### config.mk
export PLATFORM = sky130hd
export DESIGN_NAME = mfc_guard
export DESIGN_NICKNAME = d
export VERILOG_FILES = /design/src/rtl/mfc_pkg.sv /design/src/rtl/mfc_pause_timer.sv /design/src/rtl/mfc_guard.sv
export SDC_FILE = /design/constraint.sdc
export NUM_CORES = 1
export LEC_CHECK = 0
export BUFFER_PORTS_ARGS = -buffer_cell sky130_fd_sc_hd__buf_4
export CORE_MARGIN = 5
export CORE_UTILIZATION = 57
export CTS_CLUSTER_SIZE = 24
export DETAILED_ROUTE_END_ITERATION = 7
export GPL_TIMING_DRIVEN = 0
export PLACE_DENSITY = 0.82
export SETUP_SLACK_MARGIN = 0.2
export SKIP_LAST_GASP = 1
export SYNTH_ARGS = -nofsm -noshare
export SYNTH_HDL_FRONTEND = slang
export SYNTH_SLANG_ARGS = --single-unit
### constraint.sdc
create_clock -name sys_clk -period 7.5 [get_ports sys_clk]
set_clock_uncertainty 0.15 [all_clocks]
set_input_delay 0 -clock sys_clk [delete_from_list [all_inputs] [get_ports sys_clk]]
set_output_delay 0 -clock sys_clk [all_outputs]
set_load 0.01 [all_outputs]
### src/rtl/mfc_pkg.sv
// constants, field layout and speed helper for the per-port flow-control and storm guard
// assumes a 250 MHz core clock and a link speed code from the port MAC
// Contract
// After a received pause, hold normal frames until the loaded timer expires.
// A pause arriving while paused reloads the timer with the new time.
// While paused, own flow control frames may still go out, nothing else.
// Decide to throttle from free buffer count and free queue space.
// Throttle by sending a pause carrying the largest pause time.
// When resources free up, send a pause carrying zero time.
// Separate assert and release levels keep throttling from chattering.
// Half duplex pressure uses same conditions, driving preamble for carrier deferral.
// During long pressure, drop carrier briefly then raise it again.
// Own queued frames interrupt pressure; pressure resumes afterwards while congested.
// Collision under pressure skips back-off and regenerates carrier at once.
// Generated pause frames carry the six-byte programmed switch address as source.
// Global pass-pause option; per-port flow control and pressure enables.
// Software enables no-excess-collision-drop and pressure on half duplex ports.
// Storm interval is 5 ms at 1000, 50 ms at 100, 500 ms at 10.
// Each interval clears the storm counter, then counts broadcast bytes.
// Storm rate global, enable per port, multicast counting optional.
// Storm rate resets to the one percent setting.
// With self filtering, drop frames whose source equals the switch address.
// Half duplex: drop a frame after 16 collisions unless drop is disabled.
// Once the storm limit is reached, drop counted frames until interval ends.
// Pause time counts in quanta of 512 bit times at current speed.
package mfc_pkg;
   // clock
   localparam int unsigned CLK_PERIOD_NS = 4;
   // pause quantum
   localparam int unsigned QUANTUM_BITS = 512;
   localparam int unsigned BIT_NS_10 = 100;
   localparam int unsigned BIT_NS_100 = 10;
   localparam int unsigned BIT_NS_1000 = 1;
   localparam int unsigned Q10_CYC = QUANTUM_BITS * BIT_NS_10 / CLK_PERIOD_NS;
   localparam int unsigned Q100_CYC = QUANTUM_BITS * BIT_NS_100 / CLK_PERIOD_NS;
   localparam int unsigned Q1000_CYC = QUANTUM_BITS * BIT_NS_1000 / CLK_PERIOD_NS;
   // storm intervals
   localparam int unsigned STORM_MS_10 = 500;
   localparam int unsigned STORM_MS_100 = 50;
   localparam int unsigned STORM_MS_1000 = 5;
   localparam int unsigned STORM10_CYC = STORM_MS_10 * 1000000 / CLK_PERIOD_NS;
   localparam int unsigned STORM100_CYC = STORM_MS_100 * 1000000 / CLK_PERIOD_NS;
   localparam int unsigned STORM1000_CYC = STORM_MS_1000 * 1000000 / CLK_PERIOD_NS;
   // line-rate bytes per interval are the same at every speed: 1% of them
   localparam logic [12:0] STORM_BYTES_PER_PCT = 13'h186a;
   // carrier pressure hold and gap
   localparam int unsigned BP_HOLD_NS = 80000;
   localparam int unsigned BP_GAP_NS = 640;
   localparam int unsigned BP_HOLD_CYC = BP_HOLD_NS / CLK_PERIOD_NS;
   localparam int unsigned BP_GAP_CYC = BP_GAP_NS / CLK_PERIOD_NS;
   // collisions
   localparam logic [4:0] EXC_COLL_LIMIT = 5'h10;
   // pause times
   localparam logic [15:0] PAUSE_MAX = 16'hffff;
   localparam logic [15:0] PAUSE_ZERO = 16'h0000;
   // speed codes
   localparam logic [1:0] SPD_10 = 2'h0;
   localparam logic [1:0] SPD_100 = 2'h1;
   localparam logic [1:0] SPD_1000 = 2'h2;
   // register offsets
   localparam logic [7:0] OFS_GLOBAL = 8'h00;
   localparam logic [7:0] OFS_PORT = 8'h04;
   localparam logic [7:0] OFS_THRESH = 8'h08;
   localparam logic [7:0] OFS_STORM = 8'h0c;
   localparam logic [7:0] OFS_STATUS = 8'h10;
   localparam logic [7:0] OFS_MAC0 = 8'h20;
   localparam logic [7:0] OFS_MAC5 = 8'h34;
   // global fields
   localparam int unsigned GB_PASS_PAUSE = 0;
   localparam int unsigned GB_STORM_MCAST = 1;
   localparam int unsigned GB_NO_EXC_DROP = 2;
   // port fields
   localparam int unsigned PB_FC_EN = 0;
   localparam int unsigned PB_BP_EN = 1;
   localparam int unsigned PB_STORM_EN = 2;
   localparam int unsigned PB_SELF_EN = 3;
   // threshold fields
   localparam int unsigned TH_ASSERT_LSB = 0;
   localparam int unsigned TH_RELEASE_LSB = 16;
   // resets
   localparam logic [2:0] GLOBAL_RST = 3'h0;
   localparam logic [3:0] PORT_RST = 4'h0;
   localparam logic [9:0] TH_ASSERT_RST = 10'h040;
   localparam logic [9:0] TH_RELEASE_RST = 10'h080;
   localparam logic [6:0] STORM_RATE_RST = 7'h01;
   localparam logic [7:0] MAC_BYTE_RST = 8'h00;

   function automatic logic [31:0] mfc_pick(input logic [1:0] spd, input logic [31:0] v10,
                                            input logic [31:0] v100, input logic [31:0] v1000);
      if (spd == SPD_1000) begin
         return v1000;
      end else if (spd == SPD_100) begin
         return v100;
      end
      return v10;
   endfunction
endpackage

### src/rtl/mfc_pause_timer.sv
// pause timer: counts received pause quanta down
// assumes cycles per quantum are given for the current speed
`timescale 1ns/1ns
`default_nettype none
module mfc_pause_timer (
   // clock and reset
   input wire logic sys_clk,
   input wire logic rst_n,
   // load
   input wire logic load,
   input wire logic [15:0] quanta,
   input wire logic [15:0] quantum_cyc,
   // state
   output logic paused,
   output logic [15:0] remaining
);
   import mfc_pkg::*;

   logic [15:0] remain_reg;
   logic [15:0] sub_reg;

   ////////////////////////////////////////////////////////////////////////
   // reload on newer pause
   always_ff @(posedge sys_clk or negedge rst_n) begin
      if (!rst_n) begin
         remain_reg <= 16'h0000;
      end else if (load) begin
         remain_reg <= quanta;
      end else if (remain_reg != 16'h0000 && sub_reg + 16'h0001 >= quantum_cyc) begin
         remain_reg <= remain_reg - 16'h0001;
      end
   end

   // quantum of 512 bit times
   always_ff @(posedge sys_clk or negedge rst_n) begin
      if (!rst_n) begin
         sub_reg <= 16'h0000;
      end else if (load || remain_reg == 16'h0000 || sub_reg + 16'h0001 >= quantum_cyc) begin
         sub_reg <= 16'h0000;
      end else begin
         sub_reg <= sub_reg + 16'h0001;
      end
   end

   assign paused = (remain_reg != 16'h0000);
   assign remaining = remain_reg;
endmodule
`default_nettype wire

### src/rtl/mfc_guard.sv
// per-port pause, carrier pressure, storm and self-address guard
// assumes rx/tx event strobes come from the port MAC on sys_clk; col_pin is asynchronous
`timescale 1ns/1ns
`default_nettype none
module mfc_guard #(
   parameter int unsigned Q10_CYCLES = mfc_pkg::Q10_CYC,
   parameter int unsigned STORM10_CYCLES = mfc_pkg::STORM10_CYC,
   parameter int unsigned STORM100_CYCLES = mfc_pkg::STORM100_CYC,
   parameter int unsigned STORM1000_CYCLES = mfc_pkg::STORM1000_CYC,
   parameter int unsigned BP_HOLD_CYCLES = mfc_pkg::BP_HOLD_CYC
) (
   // clock and reset
   input wire logic sys_clk,
   input wire logic rst_n,
   // register port
   input wire logic [7:0] reg_addr,
   input wire logic [31:0] reg_wdata,
   input wire logic reg_wr,
   input wire logic reg_rd,
   output logic [31:0] reg_rdata,
   // link state
   input wire logic [1:0] link_speed,
   input wire logic link_full_duplex,
   // receive header
   input wire logic rx_hdr_valid,
   input wire logic [13:0] rx_len,
   input wire logic rx_is_bcast,
   input wire logic rx_is_mcast,
   input wire logic rx_is_pause,
   input wire logic [15:0] rx_pause_quanta,
   input wire logic [47:0] rx_sa,
   output logic rx_drop,
   output logic rx_pause_taken,
   // resources
   input wire logic [9:0] free_buffers,
   input wire logic [9:0] free_queue,
   // transmit
   input wire logic tx_pending,
   input wire logic tx_active,
   input wire logic tx_collision,
   input wire logic tx_done,
   input wire logic col_pin,
   output logic tx_normal_allow,
   output logic tx_ctrl_req,
   input wire logic tx_ctrl_ack,
   output logic [15:0] tx_ctrl_quanta,
   output logic [47:0] tx_ctrl_sa,
   output logic carrier_deferral_pressure,
   output logic tx_skip_backoff,
   output logic tx_excess_drop
);
   import mfc_pkg::*;

   typedef enum logic [1:0] {FC_IDLE, FC_SEND_ON, FC_ON, FC_SEND_OFF} mfc_fc_e;
   typedef enum logic {BP_HOLD, BP_GAP} mfc_bp_e;

   logic [2:0] global_reg;
   logic [3:0] port_reg;
   logic [9:0] th_assert_reg;
   logic [9:0] th_release_reg;
   logic [6:0] storm_rate_reg;
   logic [7:0] mac_reg [6];
   logic [31:0] rdata_reg;
   logic [47:0] switch_mac;
   logic congested_reg;
   mfc_fc_e fc_reg;
   logic [15:0] quanta_reg;
   mfc_bp_e bp_reg;
   logic [31:0] bp_cnt_reg;
   logic col_s1_reg;
   logic col_s2_reg;
   logic [4:0] coll_cnt_reg;
   logic excess_reg;
   logic [31:0] int_cnt_reg;
   logic [19:0] storm_cnt_reg;
   logic storm_hit_reg;
   logic drop_reg;
   logic pause_taken_reg;
   logic rx_paused;
   logic [15:0] pause_left;
   logic pause_load;
   logic [31:0] int_len;
   logic int_wrap;
   logic [19:0] storm_limit;
   logic storm_counted;
   logic self_hit;
   logic pause_eat;
   logic fc_en;
   logic bp_mode;
   logic bp_want;
   logic collide;

   assign switch_mac = {mac_reg[0], mac_reg[1], mac_reg[2], mac_reg[3], mac_reg[4], mac_reg[5]};
   assign fc_en = port_reg[PB_FC_EN];

   ////////////////////////////////////////////////////////////////////////
   // register writes
   // global and per-port enables
   always_ff @(posedge sys_clk or negedge rst_n) begin
      if (!rst_n) begin
         global_reg <= GLOBAL_RST;
         port_reg <= PORT_RST;
      end else if (reg_wr && reg_addr == OFS_GLOBAL) begin
         global_reg <= reg_wdata[2:0];
      end else if (reg_wr && reg_addr == OFS_PORT) begin
         port_reg <= reg_wdata[3:0];
      end
   end

   always_ff @(posedge sys_clk or negedge rst_n) begin
      if (!rst_n) begin
         th_assert_reg <= TH_ASSERT_RST;
         th_release_reg <= TH_RELEASE_RST;
      end else if (reg_wr && reg_addr == OFS_THRESH) begin
         th_assert_reg <= reg_wdata[TH_ASSERT_LSB +: 10];
         th_release_reg <= reg_wdata[TH_RELEASE_LSB +: 10];
      end
   end

   // storm rate resets to 1%
   always_ff @(posedge sys_clk or negedge rst_n) begin
      if (!rst_n) begin
         storm_rate_reg <= STORM_RATE_RST;
      end else if (reg_wr && reg_addr == OFS_STORM) begin
         storm_rate_reg <= reg_wdata[6:0];
      end
   end

   // six byte-wide address settings
   always_ff @(posedge sys_clk or negedge rst_n) begin
      if (!rst_n) begin
         for (int i = 0; i < 6; i++) begin
            mac_reg[i] <= MAC_BYTE_RST;
         end
      end else if (reg_wr && reg_addr >= OFS_MAC0 && reg_addr <= OFS_MAC5 &&
                   reg_addr[1:0] == 2'h0) begin
         mac_reg[3'(reg_addr[4:2])] <= reg_wdata[7:0];
      end
   end

   // reads answer one cycle later, unmapped reads zero
   always_ff @(posedge sys_clk or negedge rst_n) begin
      if (!rst_n) begin
         rdata_reg <= 32'h0000_0000;
      end else if (reg_rd) begin
         unique case (reg_addr)
            OFS_GLOBAL: rdata_reg <= {29'h0, global_reg};
            OFS_PORT: rdata_reg <= {28'h0, port_reg};
            OFS_THRESH: rdata_reg <= {6'h0, th_release_reg, 6'h0, th_assert_reg};
            OFS_STORM: rdata_reg <= {25'h0, storm_rate_reg};
            OFS_STATUS: rdata_reg <= {pause_left, 12'h0, storm_hit_reg,
                                      carrier_deferral_pressure, congested_reg, rx_paused};
            8'h20, 8'h24, 8'h28, 8'h2c, 8'h30, 8'h34:
               rdata_reg <= {24'h0, mac_reg[3'(reg_addr[4:2])]};
            default: rdata_reg <= 32'h0000_0000;
         endcase
      end else begin
         rdata_reg <= 32'h0000_0000;
      end
   end
   assign reg_rdata = rdata_reg;

   ////////////////////////////////////////////////////////////////////////
   // receive pause
   assign pause_eat = rx_hdr_valid && rx_is_pause && fc_en && link_full_duplex;
   assign pause_load = pause_eat;

   mfc_pause_timer u_pause (
      .sys_clk(sys_clk),
      .rst_n(rst_n),
      .load(pause_load),
      .quanta(rx_pause_quanta),
      .quantum_cyc(16'(mfc_pick(link_speed, Q10_CYCLES, Q100_CYC, Q1000_CYC))),
      .paused(rx_paused),
      .remaining(pause_left)
   );

   // hold normal frames while paused
   // control frames bypass this gate
   assign tx_normal_allow = !rx_paused;

   ////////////////////////////////////////////////////////////////////////
   // congestion with hysteresis
   // assert below one level, release at or above another
   always_ff @(posedge sys_clk or negedge rst_n) begin
      if (!rst_n) begin
         congested_reg <= 1'b0;
      end else if (free_buffers < th_assert_reg || free_queue < th_assert_reg) begin
         congested_reg <= 1'b1;
      end else if (free_buffers >= th_release_reg && free_queue >= th_release_reg) begin
         congested_reg <= 1'b0;
      end
   end

   ////////////////////////////////////////////////////////////////////////
   // pause transmit
   // max time on congestion, zero time on release
   always_ff @(posedge sys_clk or negedge rst_n) begin
      if (!rst_n) begin
         fc_reg <= FC_IDLE;
         quanta_reg <= PAUSE_ZERO;
      end else begin
         unique case (fc_reg)
            FC_IDLE: begin
               if (congested_reg && fc_en && link_full_duplex) begin
                  fc_reg <= FC_SEND_ON;
                  quanta_reg <= PAUSE_MAX;
               end
            end
            FC_SEND_ON: begin
               if (tx_ctrl_ack) begin
                  fc_reg <= FC_ON;
               end
            end
            FC_ON: begin
               if (!congested_reg || !fc_en || !link_full_duplex) begin
                  fc_reg <= FC_SEND_OFF;
                  quanta_reg <= PAUSE_ZERO;
               end
            end
            FC_SEND_OFF: begin
               if (tx_ctrl_ack) begin
                  fc_reg <= FC_IDLE;
               end
            end
         endcase
      end
   end

   assign tx_ctrl_req = (fc_reg == FC_SEND_ON) || (fc_reg == FC_SEND_OFF);
   assign tx_ctrl_quanta = quanta_reg;
   // source address of generated pause
   assign tx_ctrl_sa = switch_mac;

   ////////////////////////////////////////////////////////////////////////
   // half-duplex carrier pressure
   always_ff @(posedge sys_clk or negedge rst_n) begin
      if (!rst_n) begin
         col_s1_reg <= 1'b0;
         col_s2_reg <= 1'b0;
      end else begin
         col_s1_reg <= col_pin;
         col_s2_reg <= col_s1_reg;
      end
   end

   // same condition as full duplex
   assign bp_mode = port_reg[PB_BP_EN] && !link_full_duplex && congested_reg;
   // own frames interrupt pressure
   assign bp_want = bp_mode && !tx_pending && !tx_active;
   assign collide = col_s2_reg || tx_collision;

   // periodic short carrier drop
   // collision restarts carrier at once
   always_ff @(posedge sys_clk or negedge rst_n) begin
      if (!rst_n) begin
         bp_reg <= BP_HOLD;
         bp_cnt_reg <= 32'h0000_0000;
      end else if (!bp_want || (collide && bp_mode)) begin
         bp_reg <= BP_HOLD;
         bp_cnt_reg <= 32'h0000_0000;
      end else begin
         unique case (bp_reg)
            BP_HOLD: begin
               if (bp_cnt_reg + 32'h1 >= BP_HOLD_CYCLES) begin
                  bp_reg <= BP_GAP;
                  bp_cnt_reg <= 32'h0000_0000;
               end else begin
                  bp_cnt_reg <= bp_cnt_reg + 32'h1;
               end
            end
            BP_GAP: begin
               if (bp_cnt_reg + 32'h1 >= BP_GAP_CYC) begin
                  bp_reg <= BP_HOLD;
                  bp_cnt_reg <= 32'h0000_0000;
               end else begin
                  bp_cnt_reg <= bp_cnt_reg + 32'h1;
               end
            end
         endcase
      end
   end

   assign carrier_deferral_pressure = (bp_want && bp_reg == BP_HOLD) || (bp_mode && collide);
   // no back-off while pressure is active
   assign tx_skip_backoff = bp_mode;

   ////////////////////////////////////////////////////////////////////////
   // excessive collisions
   // drop after 16 in a row
   always_ff @(posedge sys_clk or negedge rst_n) begin
      if (!rst_n) begin
         coll_cnt_reg <= 5'h00;
         excess_reg <= 1'b0;
      end else begin
         excess_reg <= 1'b0;
         if (tx_done || link_full_duplex) begin
            coll_cnt_reg <= 5'h00;
         end else if (tx_collision) begin
            if (coll_cnt_reg + 5'h01 >= EXC_COLL_LIMIT) begin
               coll_cnt_reg <= 5'h00;
               excess_reg <= !global_reg[GB_NO_EXC_DROP];
            end else begin
               coll_cnt_reg <= coll_cnt_reg + 5'h01;
            end
         end
      end
   end
   assign tx_excess_drop = excess_reg;

   ////////////////////////////////////////////////////////////////////////
   // storm guard
   // speed-dependent interval
   assign int_len = mfc_pick(link_speed, STORM10_CYCLES, STORM100_CYCLES, STORM1000_CYCLES);
   assign int_wrap = (int_cnt_reg + 32'h1 >= int_len);

   always_ff @(posedge sys_clk or negedge rst_n) begin
      if (!rst_n) begin
         int_cnt_reg <= 32'h0000_0000;
      end else if (int_wrap) begin
         int_cnt_reg <= 32'h0000_0000;
      end else begin
         int_cnt_reg <= int_cnt_reg + 32'h1;
      end
   end

   // global rate, per-port enable, optional multicast
   assign storm_limit = 20'(storm_rate_reg) * 20'(STORM_BYTES_PER_PCT);
   assign storm_counted = port_reg[PB_STORM_EN] &&
                          (rx_is_bcast || (rx_is_mcast && global_reg[GB_STORM_MCAST]));

   // clear at interval start, then count bytes
   // limit reached: drop till interval end
   always_ff @(posedge sys_clk or negedge rst_n) begin
      if (!rst_n) begin
         storm_cnt_reg <= 20'h00000;
         storm_hit_reg <= 1'b0;
      end else if (int_wrap) begin
         storm_cnt_reg <= 20'h00000;
         storm_hit_reg <= 1'b0;
      end else if (rx_hdr_valid && storm_counted && !storm_hit_reg) begin
         if (storm_cnt_reg >= storm_limit) begin
            storm_hit_reg <= 1'b1;
         end else begin
            storm_cnt_reg <= storm_cnt_reg + 20'(rx_len);
         end
      end
   end

   ////////////////////////////////////////////////////////////////////////
   // receive verdict
   // self-address filter
   assign self_hit = port_reg[PB_SELF_EN] && (rx_sa == switch_mac);

   always_ff @(posedge sys_clk or negedge rst_n) begin
      if (!rst_n) begin
         drop_reg <= 1'b0;
         pause_taken_reg <= 1'b0;
      end else begin
         // consumed unless pass-through is set
         pause_taken_reg <= pause_eat && !global_reg[GB_PASS_PAUSE];
         drop_reg <= rx_hdr_valid && (self_hit || (storm_counted &&
                     (storm_hit_reg || storm_cnt_reg >= storm_limit)));
      end
   end
   assign rx_drop = drop_reg;
   assign rx_pause_taken = pause_taken_reg;
endmodule
`default_nettype wire

After elaboration in Yosys (flattened, before gate mapping)
Index checks and enable logic that the tools add are counted.
Cells by class
  $add $sub $neg: 6
  reduce and logical (&&, ||, !) cells: 69
  bitwise logic cells: 3
  magnitude comparators: 14
  equal/unequal tests: 21
  multiplexer cells: 50
  $mul: 1
Operators with widths (number)
  $mux 32: 8
  $pmux 32 s6: 1
  $mux 16: 8
  $add 32x1->32 const B: 2
  $pmux 32 s2: 1
  $mux 20: 3
  $bwmux 48: 1
  $eq 48x48->1: 1
  $eq 8x6->1 const B: 6
  $ge 32x15->1 const B: 1
  $ge 32x32->1: 1
  $ge 32x8->1 const B: 1
  $pmux 16 s2: 1
  $logic_and 1x1->1: 29
  $bmux 8 s3: 1
  $demux 8 s3: 1
  $mux 8: 3
  $add 20x14->20: 1
  $ge 10x10->1: 2
  $ge 20x20->1: 1
  $lt 10x10->1: 2
  $mul 7x12->19 const B: 1
  $add 16x1->16 const B: 1
  $eq 8x4->1 const B: 2
  other kinds (31): 85
Storage, ports and cells
  word-level logic and storage cells: 192
  bits of input ports: 155
  output and inout bits: 103
  flip-flop bits (word level): 261

Longest topological paths before layout
Gate-level depths: netlist (run 1).
  depth after elaboration: 9
  depth in mapped cells: 27
  depth with buffers taken out: 25

Modules after synthesis
Synthesis (run 1) repeated with hierarchy kept, for this count alone.
Unflattened totals
  cells, all modules: 1579
  area total of the unflattened synthesis: 16074.2 µm²
Modules (own cells, without submodules)
  mfc_guard: seq. area each 5208.7 µm², area each 13859.5 µm², times used 1, cells each 1329
  mfc_pause_timer: seq. area each 800.8 µm², area each 2214.6 µm², times used 1, cells each 250

Worst setup path before layout (run 1)
Ideal clock, no wire load.
  kind: register -> register
  from: register storm_rate_reg[3]
  to: register storm_cnt_reg[0]
  data required time: 7.229 ns
  path slack: 1.681 ns
  stages on the path, launching flop included: 25
  path buffers: 2
  clock period less this slack: 5.819 ns
  library setup time: 0.121 ns
  arrival time: 5.548 ns
  cell sequence: dfrtp_1 ha_1 ha_1 ha_1 inv_1 fa_1 inv_1 ha_1 a31oi_1 o21bai_1 a21o_1 a211oi_1 nor4_1 a2111oi_0 a21oi_1 xnor2_1 ha_1 a211o_1 nor3_1 a31oi_1 nand2b_1 clkbuf_1 buf_1 mux2i_1 nor2_1
On the way
  word-level cells in the longest chain between the ends: 4
RTL lines
  from (decl): RTL line mfc_guard.sv:61  | logic [6:0] storm_rate_reg;
  from (signal assigned): RTL line mfc_guard.sv:125  | storm_rate_reg <= reg_wdata[6:0];
  $mul 7x12->19: RTL line mfc_guard.sv:328  | assign storm_limit = 20'(storm_rate_reg) * 20'(STORM_BYTES_PER_PCT);
  $ge 20x20->1: RTL line mfc_guard.sv:342  | if (storm_cnt_reg >= storm_limit) begin
  $ne 2x2->1 (no source line)
  $reduce_and 2->1 (no source line)
  to (signal assigned): RTL line mfc_guard.sv:345  | storm_cnt_reg <= storm_cnt_reg + 20'(rx_len);
  to (decl): RTL line mfc_guard.sv:75  | logic [19:0] storm_cnt_reg;
Every way passes these cells.
A chain may end at the register's enable or synchronous reset.

Final worst setup path (run 1)
  from: register storm_rate_reg[1]
  to: register storm_cnt_reg[1]
The elaborated chain is that of the path after synthesis.

==> results of run 1 <==
==> cells by family after synthesis <==
family / count (synthesis)
buffers and inverters: 139
DFF: 240
other: 1
adders and majority gates: 170
xor gates and xnor gates: 137
and+or+nand+nor: 505
AOI/OAI and AO/OA: 275
muxes: 113
==> timing repair <==
action                                  in CTS  in global routing
endpoints found under the setup margin       0                  1
hold buffers                                85                  0
hold endpoints to repair                   287                  0
gates resized for setup                      0                  1
==> critical path: stages (launching register included) <==
cell       delay [ns]
dfrtp_1          0.48
ha_1             0.36
ha_1             0.28
ha_1             0.27
inv_1            0.05
fa_1             0.50
inv_1            0.05
ha_1             0.33
a31oi_1          0.28
o21bai_1         0.10
a21o_1           0.24
a211oi_1         0.32
nor4_1           0.13
a2111oi_1        0.52
a21oi_1          0.16
xnor2_1          0.15
ha_1             0.29
a211o_1          0.15
nor3_1           0.05
a31oi_1          0.29
nand2b_1         0.15
clkbuf_1         0.37
buf_1            0.50
mux2i_1          0.28
nor2_1           0.06
==> metrics by stage <==
stage / cells / hold slack (ns)
floorplan: 1609 / -0.4456
global placement: 2221 / -0.03685
detailed placement: 2223 / -0.1947
CTS: 2356 / 0.03688
global route: 2358 / 0.08439
finish: 2358 / 0.03653
==> final cells by class <==
class | count | area share
clock inverters | 7 | 0.005990
plain buffers | 64 | 0.01847
well taps | 378 | 0.02358
inverters | 75 | 0.01404
clock buffers | 41 | 0.04186
repair buffers | 321 | 0.1340
flip-flops and latches | 240 | 0.2997
diodes | 2 | 0.0002496
multi-input cells | 1230 | 0.4621
==> final timing paths <==
check	startpoint	endpoint	slack, ns
max	storm_rate_reg[1]$_DFFE_PN0P_	storm_cnt_reg[1]$_DFFE_PN0P_	0.86
max reg2reg	storm_rate_reg[1]$_DFFE_PN0P_	storm_cnt_reg[1]$_DFFE_PN0P_	0.86
min	rx_is_mcast	storm_cnt_reg[14]$_DFFE_PN0P_	0.04
min reg2reg	col_s1_reg$_DFF_PN0_	col_s2_reg$_DFF_PN0_	0.22
min in group asynchronous	rst_n	u_pause.sub_reg[3]$_DFF_PN0_	0.41
max in group asynchronous	rst_n	tx_ctrl_sa[39]$_DFFE_PN0P_	5.87
==> synthesized netlist by cell type, types with 10 or more instances <==
cell type | n | area share
nand4_1 | 34 | 0.013
xor2_1 | 44 | 0.024
nand2_1 | 76 | 0.018
and3_1 | 31 | 0.012
nand3_1 | 49 | 0.016
mux4_2 | 10 | 0.014
buf_4 | 22 | 0.010
dfrtp_1 | 237 | 0.37
a21oi_1 | 69 | 0.022
a22oi_1 | 16 | 0.0076
ha_1 | 163 | 0.13
o21ai_0 | 55 | 0.017
nor2_1 | 148 | 0.035
a31oi_1 | 16 | 0.0063
and4_1 | 13 | 0.0072
nor4_1 | 20 | 0.0079
a21o_1 | 17 | 0.0081
mux2_2 | 83 | 0.059
nor2b_1 | 29 | 0.011
a211oi_1 | 15 | 0.0071
o22ai_1 | 15 | 0.0059
xnor2_1 | 93 | 0.051
nor3_1 | 35 | 0.011
clkbuf_1 | 24 | 0.0057
nand2b_1 | 13 | 0.0051
or3_1 | 13 | 0.0051
mux2i_1 | 20 | 0.013
inv_1 | 74 | 0.018
==> power groups by stage <==
| stage | clock, mW | combinational, mW | sequential (mW) |
|---|---|---|---|
| final | 1.40 | 0.760 | 1.47 |
| after global placement | 0 | 0.683 | 1.49 |
| after CTS | 1.41 | 0.760 | 1.47 |
| after floorplan | 0 | 0.468 | 1.47 |
| after detailed placement | 0 | 0.713 | 1.49 |
| after global routing | 1.47 | 0.860 | 1.49 |
==> metal layers <==
layer / vias up / share of wire
li1: 6432 / -
met4: 4 / 0.041
met1: 6698 / 0.39
met5: - / 0.00075
met3: 121 / 0.071
met2: 539 / 0.49
==> qor.yml, run 1 <==
critical_path:
  crit_path_dat_ns: 6.92
  crit_type: "reg2reg"
  reg2reg_depth: 24
  crit_fanout: 10
  cp_data_required_time_ns: 7.78
  crit_path_start_kind: "register"
  crit_path_end_kind: "register"
logic_synthesis:
  yosys.area_share.xor_xnor: 0.07585
  yosys_warnings: 0
  postSynthAreaPerCell_sq_um: 10.01
  synth.ff_latch_count: 240
  synth_compound_gate_area_share: 0.1128
  postSynth.topFlopCell: "dfrtp_1"
  yosysSeqAreaShare: 0.3799
  post_synth_and_or_nand_nor_area_fraction: 0.1663
  post_synth_mux_area_share: 0.08598
  combinational_family_with_the_most_area_after_synthesis: "simple AND/OR/NAND/NOR gates"
  synth_async_sr_flop_share: 1.000
  synth_cells: 1580
  synth-edff-count: 0
  synth.distinct_cells: 82
  yosys.area_share.adder: 0.1378
  mappedNetlistArea_sq_mm: 0.01582
clocking:
  cts_buffer_depth: 3
  cts_made_buffers: 28
  post_cts_buffers: 0
  path_clk_slew_ns: 0.06
  cts-root-buf: "clkbuf_16"
  h-tree-depth: 1
  clock_insertion_delay_worst_skew_ns: 0.56
  cts_tree: "built"
  tritoncts_num_sinks: 240
cells_and_area:
  nets: 2285
  synthToLayoutAreaGrowth_pct: 26.77
  most-common-layout-cells: "buf_4 (255), dfrtp_1 (237), ha_1 (163)"
  most_common_cell_after_layout_fill_and_taps_aside: "buf_4"
  multiInputGateArea_sq_mm: 0.009268
  fillers: 1974
  layout.area.seq_sq_mm: 0.006010
  largest_register_ffs: 48
  final_core_utilization: 0.7258
  design_area_sq_mm: 0.02005
  drive_above_1_share: 0.2194
power:
  power_mw: 3.640
  vdd_drop_max_mv: 0.1430
  swShare: 0.2908
  intPower_mw: 2.581
  comb_power_share: 0.209
  clock_power_share: 0.386
  p_leak_nw: 9.553
  cellPowerDensity_mw_per_mm2: 181.5
  power_frac_seq: 0.405
  p_sw_mw: 1.058
routing:
  wl_per_cell_microns: 19.27
  vias: 13794
  post_drt_via_cell_ratio: 5.850
  drt_iter0_drc: 1053
  drt_pass1_iterations: 5
  postRouteAntennaNets: 0
  drc: 0
  wirelength_microns: 45450
sta:
  period_share: 0.8854
  maxSlewViolCount: 0
  final_hold_viol_count: 0
  setup_slack_ns: 0.8591
  grt_setup_unrepaired: "false"
  slew_headroom: 0.2317
  setup_viol: 0
  tns_ns: 0
  worst-slew-pin-transition_ns: 1.143
  fmax_mhz: 150.6
  min_period_ns: 6.641
global_routing:
  grt_use_met3: 0.06167
  grt_use_total: 0.2861
  grt_overflow: 0
  globalRoute.busiestLayer: "met2"
  grt_max_degree: 114
  groute.layer.met2.usage: 0.4827
  grt_pass1_wl_microns: 72150
  vias_in_the_first_global_route: 13943
  antenna_found_initial: 4
  gr-usage-met1: 0.3604
die:
  die_height_microns: 176.6
  floorplan_row_count: 61
  design.portCount: 258
  floorplan.initialDensity: 0.5725
  floorplan.die_area_sq_mm: 0.03118
  die_x_microns: 176.6
  core-area_sq_mm: 0.02763
job:
  maxCapViolCount: 0
placement:
  globalplace.congestion: 0.9193
  dp.final_hpwl_microns: 33340
  dpl-instance-area_sq_mm: 0.01822
  port_buffers: 234
  place_ws_ns: 0.8230
status:
  run_status: "finished clean"
min_path:
  worstHoldPathCells: 5
  hp-class: "in2reg"
Power figures use the tool's default switching activity.
==> run 2: changes to the inputs <==
--- a/config.mk
+++ b/config.mk
@@ -5,6 +5,7 @@
 export SDC_FILE = /design/constraint.sdc
 export NUM_CORES = 1
 export LEC_CHECK = 0
+export ABC_AREA = 1
 export BUFFER_PORTS_ARGS = -buffer_cell sky130_fd_sc_hd__buf_4
 export CORE_MARGIN = 5
 export CORE_UTILIZATION = 57
@@ -14,6 +15,7 @@
 export PLACE_DENSITY = 0.82
 export SETUP_SLACK_MARGIN = 0.2
 export SKIP_LAST_GASP = 1
+export SLEW_MARGIN = 20
 export SYNTH_ARGS = -nofsm -noshare
 export SYNTH_HDL_FRONTEND = slang
 export SYNTH_SLANG_ARGS = --single-unit
==> run 2 against run 1 <==
Final cell count increased by 28%. Worst hold slack got worse by 0.028 ns. Sequential share of layout area decreased by 1.7 points. Register-to-register slack improved by 0.55 ns. Largest power group is now the clock network.
==> qor.yml, run 2 <==
clocking:
  clock_insertion_delay_worst_skew_ns: 0.55  # about the same
  path_clk_slew_ns: 0.06  # about the same
  ctsResizeCount: 0  # unchanged
  tritoncts_num_sinks: 240  # unchanged
  cts_tree: "built"
  cts-root-buf: "clkbuf_16"
  cts_made_buffers: 29  # +3.6%
  h-tree-depth: 1  # unchanged
  cts_buffer_depth: 3  # unchanged
logic_synthesis:
  synth-edff-count: 0  # unchanged
  ys_top_cells_by_count: "nand2_1 (511), inv_1 (268), nor2_1 (257), dfrtp_1 (237), ha_1 (163)"
  mappedNetlistArea_sq_mm: 0.01678  # +6.1%
  synth.ff_latch_count: 240  # unchanged
  top_cells_by_area_in_the_synthesized_netlist: "dfrtp_1 (35%), ha_1 (12%), nand2_1 (11%), inv_1 (6.0%), nor2_1 (5.7%)"
  yosys_warnings: 0  # unchanged
  yosysSeqAreaShare: 0.3581  # -0.02181
  synth.most_common_cell: "nand2_1"
  synth.top_cell.area_share: 0.3534  # -0.02152
  postSynthAreaPerCell_sq_um: 7.516  # -25%
  synth_cells: 2233  # +41%
  synth_async_sr_flop_share: 1.000  # unchanged
  postSynth.topFlopCell: "dfrtp_1"
  synth.distinct_cells: 53  # -35%
  synthDominantAreaCellType: "dfrtp_1"
min_path:
  worstHoldPathCells: 6  # +1
  worstHoldStart: "rx_is_pause"
  hp-class: "in2reg"
placement:
  dp.final_hpwl_microns: 41160  # +23%
  placed_cells_incl_taps: 2886  # +30%
  dpl-instance-area_sq_mm: 0.01925  # +5.6%
  port_buffers: 237  # +1.3%
  globalplace.congestion: 0.9598  # +4.4%
global_routing:
  grt_use_total: 0.3101  # +0.02400
  vias_in_the_first_global_route: 16641  # +19%
  grt_max_degree: 76  # -33%
  grt_overflow: 0  # unchanged
  grt_pass1_wl_microns: 84200  # +17%
  antenna_found_initial: 0  # -4
routing:
  postRouteAntennaNets: 0  # unchanged
  drc: 0  # unchanged
  drt_pass1_iterations: 8  # +3
  vias: 16978  # +23%
  wirelength_microns: 53420  # +18%
  drt_iter0_drc: 1492  # +42%
  wl_per_cell_microns: 17.63  # -8.5%
  post_drt_via_cell_ratio: 5.603  # -4.2%
critical_path:
  reg2reg_depth: 30  # +25%
  crit_path_dat_ns: 6.38  # -0.54 ns
  cp_slowest_cell: "fa_1"
  path_buf_inv: 3  # -1
  cp_data_required_time_ns: 7.78  # about the same
  cpMostUsedCell: "nand2_1"
  crit_path_max_incr_delay_ns: 0.50  # -0.02 ns
  crit_path_start_kind: "register"
  timing.critical_path.depth: 30  # +25%
  beginning_of_the_critical_path: "storm_rate_reg[3]$_DFFE_PN0P_"
  path_delay_family: "adder cells"
  crit_fanout: 10  # unchanged
  reg2reg_from: "storm_rate_reg[3]$_DFFE_PN0P_"
  crit_path_end_kind: "register"
  crit_type: "reg2reg"
cells_and_area:
  synthToLayoutAreaGrowth_pct: 26.52
  drive_above_1_share: 0.1402  # -0.07920
  most_common_cell_after_layout_fill_and_taps_aside: "nand2_1"
  fillers: 2262  # +15%
  design_area_sq_mm: 0.02123  # +5.9%
  nets: 2949  # +29%
  num_antenna_cells: 0  # -2
  fin_cells: 3030  # +28%
  most-common-layout-cells: "nand2_1 (511), inv_1 (268), buf_4 (261)"
  largest_register_ffs: 48  # unchanged
die:
  design.portCount: 258  # unchanged
  core-area_sq_mm: 0.02886  # +4.4%
  die_height_microns: 181.6  # +2.8%
  die_x_microns: 181.6  # +2.8%
  floorplan.die_area_sq_mm: 0.03297  # +5.7%
  floorplan.initialDensity: 0.5816  # +0.009008
  floorplan_row_count: 62  # +1.6%
sta:
  tns_ns: 0  # unchanged
  period_share: 0.8124  # -0.07307
  slew_headroom: 0.2593  # +0.02756
  setup_viol: 0  # unchanged
  worst-slew-pin-transition_ns: 1.102  # -0.04124 ns
  min_period_ns: 6.093  # -0.5481 ns
  grt_setup_unrepaired: "false"
  fmax_mhz: 164.1  # +9.0%
  final_hold_viol_count: 0  # unchanged
  maxSlewViolCount: 0  # unchanged
power:
  cellPowerDensity_mw_per_mm2: 183.0  # +0.83%
  vdd_drop_max_mv: 0.1687  # +18%
  p_leak_nw: 10.81  # +13%
status:
  run_status: "finished clean"
job:
  maxCapViolCount: 0  # unchanged
## run 2: power breakdown
| part | internal, mW | leakage [nW] | switching [mW] | total, mW |
|---|---|---|---|---|
| logic | 0.373 | 7.11 | 0.470 | 0.843 |
| registers | 1.38 | 3.19 | 0.109 | 1.49 |
| clock network | 0.973 | 0.516 | 0.583 | 1.56 |
## run 2: worst min-delay path, cell delays in order
cell,delay (ns)
buf_4,0.12
nand3_1,0.11
nand2_1,0.08
or2_1,0.09
clkbuf_1,0.20
nor2_1,0.07
## run 2: kinds of logic (layout without fill, tap and decap cells)
family	Yosys count	count (layout)	synth area share
compound gates	364	364	0.1239
xor+xnor	81	81	0.04227
fa+ha+maj	170	170	0.1299
buf+inv	335	719	0.08119
flops	240	240	0.3581
mux	5	5	0.003355
other cells	1	30	0.0002234
simple gates	1037	1037	0.2611
## run 2: final cells by class
class	count	area, sq um	share of cell area
plain buffers	61	334.1	0.01573
clock buffers	36	812.0	0.03824
clock inverters	17	252.7	0.01190
inverters	274	1028	0.04844
multi-input cells	1687	9525	0.4486
flip-flops and latches	240	6010	0.2830
well taps	384	480.5	0.02263
repair buffers	331	2790	0.1314
## run 2: through the flow
stage / utilization / hold slack, ns / worst slack (ns) / power (mW)
floorplan: - / -0.4456 / 2.509 / 1.974
global placement: 0.6636 / -0.03840 / 1.650 / 2.241
detailed placement: 0.6670 / -0.2778 / 1.498 / 2.282
CTS: 0.7358 / 0.0004466 / 1.478 / 3.881
global route: 0.7358 / 0.02645 / 0.9874 / 4.055
finish: 0.7358 / 0.008120 / 1.407 / 3.885
## run 2: final timing paths
| path | endpoint | slack [ns] |
|---|---|---|
| min | u_pause.sub_reg[2]$_DFF_PN0_ | 0.008 |
| min reg2reg | col_s2_reg$_DFF_PN0_ | 0.23 |
| min in group asynchronous | int_cnt_reg[14]$_DFF_PN0_ | 0.39 |
| max reg2reg | storm_cnt_reg[19]$_DFFE_PN0P_ | 1.41 |
| max | storm_cnt_reg[19]$_DFFE_PN0P_ | 1.41 |
| max in group asynchronous | th_release_reg[7]$_DFFE_PN1P_ | 6.03 |
## run 2: routing by layer
layer	share of wire	routed length, microns	global-route usage	up-vias
met3	0.073	3920	0.05642	191
met2	0.48	25430	0.5205	751
met4	0.052	2772	0.1387	0
met5	0	0	0	-
li1	-	-	-	8121
met1	0.40	21300	0.3917	7915
## run 2: timing repair
item                      4_1_cts  5_1_grt
hold buffers                   91        0
buffers inserted                0        0
hold endpoints to repair      395        0
